### src/verilog/hdtf_cfg.svh
`ifndef HDTF_CFG_SVH
`define HDTF_CFG_SVH

// register offsets on the plain register port
`define HDTF_ADDR_W 3
`define HDTF_OFS_DATA 3'h0
`define HDTF_OFS_CMD 3'h1
`define HDTF_OFS_IRQ 3'h2
`define HDTF_OFS_STAT 3'h3
`define HDTF_OFS_EXM 3'h4

// command register bits
`define HDTF_CMD_SEND_FRAME 0
`define HDTF_CMD_MSG_END 1
`define HDTF_CMD_TX_RESET 2

// interrupt status bits
`define HDTF_IRQ_W 3
`define HDTF_IRQ_POOL_READY 0
`define HDTF_IRQ_UNDERRUN 1
`define HDTF_IRQ_MSG_REPEAT 2

// channel status bits
`define HDTF_STAT_WRITE_EN 0
`define HDTF_STAT_OVERFLOW 1

// extended mode bits and reset value
`define HDTF_EXM_W 3
`define HDTF_EXM_BS16 0
`define HDTF_EXM_CRC_OFF 1
`define HDTF_EXM_IDLE_ONES 2
`define HDTF_EXM_RST 3'h0

// buffer sizes and block thresholds
`define HDTF_MEM_DEPTH 128
`define HDTF_DEPTH_D 8'h40
`define HDTF_DEPTH_B 8'h80
`define HDTF_BS_SMALL 8'h10
`define HDTF_BS_LARGE 8'h20

// line patterns
`define HDTF_FLAG 8'h7e
`define HDTF_ONES 8'hff
`define HDTF_ABORT_BITS 4'h7
`define HDTF_CRC_INIT 16'hffff
`define HDTF_CRC_POLY 16'h8408

`endif

### src/verilog/hdtf_pkg.sv
package hdtf_pkg;
	`include "hdtf_cfg.svh"

	typedef enum logic [2:0] {
		TX_IDLE,
		TX_OPEN,
		TX_DATA,
		TX_CRC,
		TX_CLOSE,
		TX_ABORT
	} hdtf_txst_t;

	typedef struct packed {
		logic [`HDTF_MEM_DEPTH-1:0][8:0] mem;
		logic [7:0] wrPtr;
		logic [7:0] rdPtr;
		logic [7:0] relPtr;
		logic [7:0] commitPtr;
		logic [7:0] blkCnt;
		logic [7:0] sentCnt;
		logic [`HDTF_IRQ_W-1:0] irq;
		logic overflow;
		logic bs32;
		logic crcEn;
		logic idleOnes;
		logic [`HDTF_EXM_W-1:0] exm;
		logic armPr;
		logic lockPr;
		logic abortPend;
		logic blkRel;
		logic lastLd;
		logic crcHi;
		hdtf_txst_t st;
		logic [7:0] sh;
		logic [3:0] bitLeft;
		logic [2:0] ones;
		logic [15:0] crc;
		logic txBit;
		logic [7:0] rdData;
	} hdtf_state_t;
endpackage

### src/verilog/hdtf_tx_fifo.sv
// Added by the designer: the address map and the address-and-strobe port.
`timescale 1ns/1ns
`default_nettype none

module hdtf_tx_fifo #(
	parameter bit IS_D_CHAN = 1'b1
) (
	input wire logic mclk,
	input wire logic rst_b,
	input wire logic [`HDTF_ADDR_W-1:0] regAddr,
	input wire logic [7:0] regWrData,
	input wire logic regWr,
	input wire logic regRd,
	output logic [7:0] regRdData,
	input wire logic bitEn,
	input wire logic chanStop,
	output logic txBit
);
	import hdtf_pkg::*;

	localparam logic [7:0] DEPTH = IS_D_CHAN ? `HDTF_DEPTH_D : `HDTF_DEPTH_B;

	hdtf_state_t s_r;
	hdtf_state_t s_nxt;

	logic [7:0] bsNow;
	logic [7:0] used;
	logic [7:0] freeSp;
	logic lockErr;
	logic wrOpen;
	logic wrEnFlag;

	// index wraps at the channel depth, pointers run modulo 256
	function automatic logic [6:0] idxOf(input logic [7:0] p);
		logic [7:0] m;
		m = p & (DEPTH - 8'h01);
		return m[6:0];
	endfunction

	function automatic logic stuffable(input hdtf_txst_t st);
		return (st == TX_DATA) || (st == TX_CRC);
	endfunction

	// status terms seen by the host
	always_comb begin
		bsNow = s_r.bs32 ? `HDTF_BS_LARGE : `HDTF_BS_SMALL;
		used = s_r.wrPtr - s_r.relPtr;
		freeSp = DEPTH - used;
		lockErr = s_r.irq[`HDTF_IRQ_UNDERRUN] | s_r.irq[`HDTF_IRQ_MSG_REPEAT];
		wrOpen = !lockErr && !s_r.lockPr && (used < DEPTH);
		wrEnFlag = !lockErr && !s_r.lockPr && (freeSp >= bsNow);
	end

	// next-state: host access first, then the bit engine
	always_comb begin
		logic [`HDTF_IRQ_W-1:0] irqSet;
		logic [`HDTF_IRQ_W-1:0] irqClr;
		logic ld;
		logic flush;
		logic b;
		logic fb;
		logic [8:0] ent;
		logic [7:0] avail;
		logic [7:0] bsN;
		irqSet = '0;
		irqClr = '0;
		ld = 1'b0;
		flush = 1'b0;
		b = 1'b1;
		fb = 1'b0;
		ent = '0;
		avail = '0;
		bsN = '0;
		s_nxt = s_r;
		s_nxt.rdData = 8'h00;

		// register reads, answer stands one cycle
		if (regRd) begin
			case (regAddr)
				`HDTF_OFS_IRQ: begin
					s_nxt.rdData = {5'h00, s_r.irq};
					irqClr = s_r.irq;
				end
				`HDTF_OFS_STAT: begin
					s_nxt.rdData = {6'h00, s_r.overflow, wrEnFlag};
				end
				`HDTF_OFS_EXM: begin
					s_nxt.rdData = {5'h00, s_r.exm};
				end
				default: begin
					s_nxt.rdData = 8'h00;
				end
			endcase
		end

		// register writes
		if (regWr) begin
			case (regAddr)
				`HDTF_OFS_DATA: begin
					if (wrOpen) begin
						s_nxt.mem[idxOf(s_r.wrPtr)] = {1'b0, regWrData};
						s_nxt.wrPtr = s_r.wrPtr + 8'h01;
						s_nxt.blkCnt = s_r.blkCnt + 8'h01;
						if (s_r.blkCnt >= bsNow) begin
							s_nxt.overflow = 1'b1;
						end
					end
				end
				`HDTF_OFS_CMD: begin
					if (regWrData[`HDTF_CMD_TX_RESET]) begin
						// pending flags are left alone here
						flush = 1'b1;
						s_nxt.abortPend = 1'b1;
						s_nxt.st = TX_IDLE;
						s_nxt.bitLeft = 4'h0;
						s_nxt.ones = 3'h0;
						s_nxt.overflow = 1'b0;
						s_nxt.armPr = 1'b0;
						s_nxt.lockPr = 1'b0;
						s_nxt.bs32 = !IS_D_CHAN || !s_r.exm[`HDTF_EXM_BS16];
						s_nxt.idleOnes = s_r.exm[`HDTF_EXM_IDLE_ONES];
						irqSet[`HDTF_IRQ_POOL_READY] = 1'b1;
					end else if (regWrData[`HDTF_CMD_SEND_FRAME] ||
						regWrData[`HDTF_CMD_MSG_END]) begin
						s_nxt.commitPtr = s_r.wrPtr;
						s_nxt.blkCnt = 8'h00;
						s_nxt.bs32 = !IS_D_CHAN || !s_r.exm[`HDTF_EXM_BS16];
						if (regWrData[`HDTF_CMD_MSG_END] && (s_r.blkCnt != 8'h00)) begin
							s_nxt.mem[idxOf(s_r.wrPtr - 8'h01)][8] = 1'b1;
						end
						if (regWrData[`HDTF_CMD_SEND_FRAME] && regWrData[`HDTF_CMD_MSG_END]) begin
							s_nxt.lockPr = 1'b1;
						end else begin
							s_nxt.armPr = 1'b1;
						end
					end
				end
				`HDTF_OFS_EXM: begin
					s_nxt.exm = regWrData[`HDTF_EXM_W-1:0];
				end
				default: begin
				end
			endcase
		end

		// collision on the D-channel while a frame is on the line
		if (IS_D_CHAN && chanStop && (s_nxt.st != TX_IDLE) && (s_nxt.st != TX_ABORT)) begin
			if (!s_nxt.blkRel) begin
				// first block still held, so rewind and retry quietly
				s_nxt.rdPtr = s_nxt.relPtr;
				s_nxt.lastLd = 1'b0;
				s_nxt.sentCnt = 8'h00;
			end else begin
				irqSet[`HDTF_IRQ_MSG_REPEAT] = 1'b1;
				flush = 1'b1;
			end
			s_nxt.st = TX_IDLE;
			s_nxt.bitLeft = 4'h0;
			s_nxt.ones = 3'h0;
		end

		// bit engine, one bit per enable from the time slot
		bsN = s_nxt.bs32 ? `HDTF_BS_LARGE : `HDTF_BS_SMALL;
		if (bitEn) begin
			if (stuffable(s_nxt.st) && (s_nxt.ones == 3'h5)) begin
				// zero insertion after five ones
				s_nxt.txBit = 1'b0;
				s_nxt.ones = 3'h0;
			end else begin
				avail = s_nxt.commitPtr - s_nxt.rdPtr;
				if (s_nxt.bitLeft == 4'h0) begin
					case (s_nxt.st)
						TX_IDLE, TX_ABORT: begin
							if (s_nxt.abortPend) begin
								s_nxt.abortPend = 1'b0;
								s_nxt.st = TX_ABORT;
								s_nxt.sh = `HDTF_ONES;
								s_nxt.bitLeft = `HDTF_ABORT_BITS;
							end else if (avail != 8'h00) begin
								s_nxt.st = TX_OPEN;
								s_nxt.sh = `HDTF_FLAG;
								s_nxt.bitLeft = 4'h8;
								s_nxt.crc = `HDTF_CRC_INIT;
								s_nxt.crcEn = !s_nxt.exm[`HDTF_EXM_CRC_OFF];
								s_nxt.blkRel = 1'b0;
								s_nxt.sentCnt = 8'h00;
							end else begin
								s_nxt.st = TX_IDLE;
								s_nxt.sh = s_nxt.idleOnes ? `HDTF_ONES : `HDTF_FLAG;
								s_nxt.bitLeft = 4'h8;
							end
						end
						TX_OPEN: begin
							ld = 1'b1;
						end
						TX_DATA: begin
							if (s_nxt.sentCnt >= bsN) begin
								// whole block has left, hand its space back
								s_nxt.relPtr = s_nxt.rdPtr;
								s_nxt.blkRel = 1'b1;
								s_nxt.sentCnt = 8'h00;
							end
							if (s_nxt.lastLd) begin
								s_nxt.lastLd = 1'b0;
								if (s_nxt.crcEn) begin
									s_nxt.st = TX_CRC;
									s_nxt.sh = ~s_nxt.crc[7:0];
									s_nxt.crcHi = 1'b0;
								end else begin
									s_nxt.st = TX_CLOSE;
									s_nxt.sh = `HDTF_FLAG;
								end
								s_nxt.bitLeft = 4'h8;
							end else if (avail != 8'h00) begin
								ld = 1'b1;
							end else begin
								// host too slow, abort the frame on the line
								s_nxt.st = TX_ABORT;
								s_nxt.sh = `HDTF_ONES;
								s_nxt.bitLeft = `HDTF_ABORT_BITS;
								irqSet[`HDTF_IRQ_UNDERRUN] = 1'b1;
								flush = 1'b1;
							end
						end
						TX_CRC: begin
							if (!s_nxt.crcHi) begin
								s_nxt.sh = ~s_nxt.crc[15:8];
								s_nxt.crcHi = 1'b1;
							end else begin
								s_nxt.st = TX_CLOSE;
								s_nxt.sh = `HDTF_FLAG;
							end
							s_nxt.bitLeft = 4'h8;
						end
						TX_CLOSE: begin
							s_nxt.relPtr = s_nxt.rdPtr;
							s_nxt.blkRel = 1'b0;
							s_nxt.sentCnt = 8'h00;
							s_nxt.idleOnes = s_nxt.exm[`HDTF_EXM_IDLE_ONES];
							if (s_nxt.lockPr) begin
								s_nxt.lockPr = 1'b0;
								irqSet[`HDTF_IRQ_POOL_READY] = 1'b1;
							end
							if (avail != 8'h00) begin
								// closing flag doubles as the next opening flag
								ld = 1'b1;
								s_nxt.crc = `HDTF_CRC_INIT;
								s_nxt.crcEn = !s_nxt.exm[`HDTF_EXM_CRC_OFF];
							end else begin
								s_nxt.st = TX_IDLE;
								s_nxt.sh = s_nxt.idleOnes ? `HDTF_ONES : `HDTF_FLAG;
								s_nxt.bitLeft = 4'h8;
							end
						end
						default: begin
							s_nxt.st = TX_IDLE;
							s_nxt.sh = `HDTF_ONES;
							s_nxt.bitLeft = 4'h8;
						end
					endcase
				end

				// fetch the next committed byte
				if (ld) begin
					ent = s_nxt.mem[idxOf(s_nxt.rdPtr)];
					s_nxt.sh = ent[7:0];
					s_nxt.lastLd = ent[8];
					s_nxt.rdPtr = s_nxt.rdPtr + 8'h01;
					s_nxt.sentCnt = s_nxt.sentCnt + 8'h01;
					s_nxt.bitLeft = 4'h8;
					s_nxt.st = TX_DATA;
				end

				// shift out lsb first, track ones and check sum
				b = s_nxt.sh[0];
				s_nxt.txBit = b;
				s_nxt.sh = {1'b1, s_nxt.sh[7:1]};
				s_nxt.bitLeft = s_nxt.bitLeft - 4'h1;
				if (stuffable(s_nxt.st)) begin
					s_nxt.ones = b ? (s_nxt.ones + 3'h1) : 3'h0;
				end else begin
					s_nxt.ones = 3'h0;
				end
				if (s_nxt.st == TX_DATA) begin
					fb = s_nxt.crc[0] ^ b;
					s_nxt.crc = {1'b0, s_nxt.crc[15:1]} ^ (fb ? `HDTF_CRC_POLY : 16'h0000);
				end
			end
		end

		// emptying the buffer drops every byte not yet on the line
		if (flush) begin
			s_nxt.wrPtr = 8'h00;
			s_nxt.rdPtr = 8'h00;
			s_nxt.relPtr = 8'h00;
			s_nxt.commitPtr = 8'h00;
			s_nxt.blkCnt = 8'h00;
			s_nxt.sentCnt = 8'h00;
			s_nxt.blkRel = 1'b0;
			s_nxt.lastLd = 1'b0;
			s_nxt.lockPr = 1'b0;
		end

		// armed pool ready fires once a block of space is free
		if (s_nxt.armPr && ((DEPTH - (s_nxt.wrPtr - s_nxt.relPtr)) >= bsN)) begin
			s_nxt.armPr = 1'b0;
			irqSet[`HDTF_IRQ_POOL_READY] = 1'b1;
		end

		// a new event wins over the read that clears
		s_nxt.irq = (s_r.irq & ~irqClr) | irqSet;
	end

	// single state register
	always_ff @(posedge mclk or negedge rst_b) begin
		if (!rst_b) begin
			s_r <= '0;
			s_r.bs32 <= 1'b1;
			s_r.exm <= `HDTF_EXM_RST;
			s_r.st <= TX_IDLE;
			s_r.sh <= `HDTF_ONES;
			s_r.crc <= `HDTF_CRC_INIT;
			s_r.crcEn <= 1'b1;
			s_r.txBit <= 1'b1;
		end else begin
			s_r <= s_nxt;
		end
	end

	assign regRdData = s_r.rdData;
	assign txBit = s_r.txBit;
endmodule

`default_nettype wire

### config.mk
export PLATFORM = sky130hd
export DESIGN_NAME = hdtf_tx_fifo
export DESIGN_NICKNAME = d
export VERILOG_FILES = /design/src/verilog/hdtf_pkg.sv /design/src/verilog/hdtf_tx_fifo.sv
export VERILOG_INCLUDE_DIRS = /design/src /design/src/verilog
export SDC_FILE = /design/constraint.sdc
export NUM_CORES = 2
export LEC_CHECK = 0
export BUFFER_PORTS_ARGS = -buffer_cell sky130_fd_sc_hd__buf_2
export CORE_MARGIN = 5
export CORE_UTILIZATION = 59
export DETAILED_ROUTE_END_ITERATION = 8
export GPL_TIMING_DRIVEN = 1
export HOLD_SLACK_MARGIN = 0.12
export PLACE_DENSITY = 0.76
export REMOVE_ABC_BUFFERS = 1
export SLEW_MARGIN = 20
export SYNTH_ARGS = -nofsm -noshare
export SYNTH_HDL_FRONTEND = slang
export SYNTH_SLANG_ARGS = --single-unit
### constraint.sdc
create_clock -name mclk -period 19.7 [get_ports mclk]
set_input_delay 0.985 -clock mclk [delete_from_list [all_inputs] [get_ports mclk]]
set_output_delay 0.985 -clock mclk [all_outputs]
set_load 0.01 [all_outputs]
Word level (Yosys, flattened, before mapping)
Cells that the tools add are included.

Flip-flop bits (word level): 1258. Bits of input ports: 17. Output and inout port bits: 9. Word-level logic and storage cells: 410.

Add/sub/neg operators: 12. Order comparisons: 10. Equality and inequality tests: 29. Mux-type cells: 154. Bitwise logic cells: 10. Reduce and logical (&&, ||, !) cells: 41.

Operators with widths (count): $mux 1152 (3); $pmux 1152 s2 (1); $mux 1160 (1); $bwmux 1152 (1); $or 1152x576->1152 (1); $mux 584 (1); $mux 16 (13); $mux 8 (23); $demux 9 s6 (2); $mux 15 (7); $pmux 15 s5 (1); $mux 1 (56); $bmux 9 s6 (1); $mux 48 (1); $mux 20 (2); $mux 40 (1); $mux 3 (12); $mux 7 (5); $add 8x1->8 const B (4); $ge 8x6->1 (4); $pmux 16 s2 (1); $pmux 8 s2 (2); $mux 9 (3); $lt 6x8->1 const B (3); 44 further kinds (107).

Depth between registers and ports, before layout
Word-level depth: 26. Gate-level depth with buffers: 42. Gate-level depth less buffers: 30.

Least setup slack after synthesis
No wires, ideal clock.

Kind: input port to flip-flop. Start: in regAddr[1]. End: reg s_r[56] (netlist bit). Library setup time: 0.152 ns. Arrival: 8.735 ns. Required time: 19.548 ns. Path slack: 10.813 ns. Stages: 41. Path buffers: 11. Cell sequence: buf_2 nand4bb_1 buf_2 o221a_2 nand2_1 clkbuf_1 a21o_1 inv_1 clkbuf_1 clkbuf_1 buf_1 clkbuf_1 buf_1 ha_1 a21o_1 or2_2 or2_2 mux2i_1 [... 5 more ...] o31ai_4 clkbuf_1 buf_1 nor2_1 ha_1 inv_1 ha_1 inv_1 fa_1 inv_1 a21o_1 a21oi_1 o21bai_1 a21oi_1 xnor2_1 xor2_1 a2111oi_0 o221ai_1.

RTL lines: start: declaration (line hdtf_tx_fifo.sv:10) `` input wire logic [`HDTF_ADDR_W-1:0] regAddr, ``; end signal: assignment (line hdtf_tx_fifo.sv:326) `s_r <= s_nxt;`; end: declaration (line hdtf_tx_fifo.sv:23) `hdtf_state_t s_r;`.

==> impl_metrics.csv <==
group,metric,value,unit
outcome,status,"finished clean",
final_layout,final_common_cell,"dfrtp_1",
power,pwr_density_cell,131,mW/mm^2
worst_setup_path,rr_worst_depth,32,
drt,vias,32600,
logic_synthesis,syn_inst,3844,
die,die_y,263,um
global_route,grt-ovfl-total,0,
die,start_util,59.7,%
clocking,cts_tree,"yes",
placement,port_buffers,20,
timing,slew_violations,0,
min_path,hold_class,"in2async",
logic_synthesis,ys_types,101,
timing,rsz0062_at_grt,"no",
timing,post-route-period-util,47.3,%
clocking,cts.sinks,677,
worst_setup_path,reg2reg_to,"s_r[56]$_DFF_PN0_",
final_layout,final_cell_mix,"dfrtp_1 (651), nand2_1 (432), mux2_2 (332)",
logic_synthesis,yosysWarnings,0,
placement,hpwl,83500,um
logic_synthesis,synth_area_per_cell,9.79,um^2
clocking,clk_pin_slew,0.06,ns
drt,dr.pass1.iters,8,
worst_setup_path,cpMaxStageDelayCell,"buf_2",
worst_setup_path,crit_required,20.18,ns
logic_synthesis,syn_area,0.0376,mm^2
clocking,ctsHoldBuffers,0,
final_layout,nets,3816,
timing,slew_headroom,17.4,%
worst_setup_path,cp_common_cell,"buf_4",
worst_setup_path,r2r-start,"s_r[42]$_DFF_PN0_",
timing,period_minus_slack,9.31,ns
timing,setup_viol,0,
clocking,htreeDepth,3,
placement,gp_congestion,1.04,
worst_setup_path,crit_path_end_kind,"flip-flop",
clocking,cts_repair_resize_count,0,
worst_setup_path,critPathMaxStageDelay,0.70,ns
drt,wl_per_cell,28.0,um
power,power,5.40,mW
clocking,clockBufferDepth,3,
logic_synthesis,synth_top_area_cell,"dfrtp_1",
global_route,grt_max_degree,166,
clocking,cts_made_buffers,75,
global_route,antenna_found_initial,3,
global_route,grt_use_total,36.5,%
logic_synthesis,synth_edf_count,0,
logic_synthesis,synth-async-reset-ratio,100,%
drt,antenna_left,0,
drt,drc,0,
die,die-area,0.0690,mm^2
final_layout,fin_area,0.0412,mm^2
die,coreArea,0.0631,mm^2
final_layout,syn2layout_area_growth,9.43,%
timing,hold_viol_final,0,
clocking,clockRootBuffer,"clkbuf_16",
logic_synthesis,yosys_most_used_dff,"dfrtp_1",
drt,viasPerCell,6.99,
drt,finalWirelength,130000,um
worst_setup_path,critPathKind,"in2reg",
power,vdd_drop_max,0.122,mV
clocking,clk_latency,0.65,ns
die,dieWidth,263,um
global_route,grt_pass1_vias,32200,
worst_setup_path,cp-start-kind,"input pin",
logic_synthesis,ys_seq_area_share,45.1,%
timing,skew,0.0343,ns
worst_setup_path,r2r_slack,11.01,ns
logic_synthesis,synth.top_cell.area_share,43.3,%
timing,max_freq,0.107,GHz
flow_run,maxCapViolCount,0,
clocking,cts_setup_buffers,0,
worst_setup_path,worstPathArrival,9.79,ns
drt,drt_iter0_drc,4056,
final_layout,drive_above_1_share,20.1,%
worst_setup_path,path_max_fanout,38,
timing,max_slew.worst_pin.slew,1.22,ns
placement,placed_cell_area,0.0386,mm^2
logic_synthesis,ys_ff_latch,677,
die,num_rows,92,
logic_synthesis,yosys-top-cells-area,"dfrtp_1 (43%), mux2_2 (9.9%), nand2_1 (4.3%)",
global_route,grt_pass1_wl,198000,um
power,leakagePower,19.0,nW
die,ios,26,
## worst max-delay path by stage
stage / from / endpoint / slack [ns] / depth (start not counted)
2_1_floorplan: regWrData[2] / s_r[56]$_DFF_PN0_ / -12.31 / 29
3_3_place_gp: regWrData[2] / s_r[56]$_DFF_PN0_ / 9.99 / 33
3_5_place_dp: regWrData[2] / s_r[56]$_DFF_PN0_ / 9.93 / 33
4_1_cts: regWrData[2] / s_r[56]$_DFF_PN0_ / 10.50 / 33
5_1_grt: regWrData[2] / s_r[56]$_DFF_PN0_ / 9.92 / 33
6_report: regWrData[2] / s_r[56]$_DFF_PN0_ / 10.39 / 33
## metrics by stage
step           std cells  hold WS [ns]  TNS (ns)  setup WS, ns  util, %
6_report            4663         0.416         0         10.39     65.3
5_1_grt             4660         0.484         0          9.92     65.3
4_1_cts             4659         0.459         0         10.50     65.2
3_5_place_dp        4522         0.450         0          9.93     61.3
3_3_place_gp        4522         0.442         0          9.99     61.3
2_1_floorplan       3513         0.430   -891.79        -12.31        -
## worst max-delay path: cells and delay by family
family | cells | cell delay, ns
compound gates | 14 | 3.52
buf+inv | 9 | 2.77
fa+ha+maj | 4 | 1.25
simple gates | 3 | 0.75
xor+xnor | 2 | 0.26
mux | 1 | 0.21
## final cells by class
cell class	count	area, um^2
clock buffers	111	2190
inverters	88	339
fillers	5166	21900
clock inverters	26	317
well taps	846	1060
diodes	3	7.51
multi-input cells	2748	19100
flip-flops and latches	677	17000
repair buffers	164	1220
## routing by layer
| layer | vias to the layer above | GRT usage [%] | share of wire (%) | wire (um) |
|---|---|---|---|---|
| li1 | 13900 | - | - | - |
| met5 | - | 0 | 0.049 | 64 |
| met3 | 545 | 12.1 | 12 | 15100 |
| met1 | 16100 | 46.9 | 38 | 49500 |
| met2 | 2038 | 54.3 | 43 | 56600 |
| met4 | 8 | 21.4 | 7.1 | 9200 |
## sequential cells by signal, indices dropped and copies added (netlist names)
| register | flops |
|---|---|
| s_r | 673 |
| regRdData | 3 |
| txBit | 1 |
## power by group
| group | switching, mW | total, mW | leakage (nW) | internal [mW] |
|---|---|---|---|---|
| Clock | 0.594 | 1.44 | 1.24 | 0.851 |
| Sequential | 0.0801 | 1.57 | 9.31 | 1.49 |
| Combinational | 1.69 | 2.39 | 8.47 | 0.700 |
## Yosys cell counts (all sizes together) (16+ instances only)
cell	n
nor4	27
ha	43
nand4	20
a22o	18
nor2	263
a21o	32
o311ai	20
xnor2	30
a211o	22
o31ai	21
o211a	16
o2111ai	36
o21ai	246
nand3	86
nand2	433
dfstp	26
xor2	16
mux2i	104
dfrtp	651
nor3	147
a21oi	142
mux2	332
o211ai	95
or2	43
o22a	20
clkbuf	213
a31oi	44
and3	23
a2111oi	51
nand2b	51
or3	40
a311oi	38
buf	122
inv	87
a211oi	49
## kinds of logic (layout without fill, tap and decap cells)
logic type | count (synthesis) | count (layout) | share of synthesized area (%)
other | 1 | 8 | 0.00996
and+or+nand+nor | 1212 | 1212 | 15.1
AOI/OAI and AO/OA | 991 | 991 | 19.1
adders and majority gates | 45 | 45 | 1.54
DFF | 677 | 677 | 45.1
buffers and inverters | 423 | 389 | 4.66
muxes | 447 | 447 | 13.4
xor gates and xnor gates | 48 | 48 | 1.19
(Power assumes the default switching activity.)
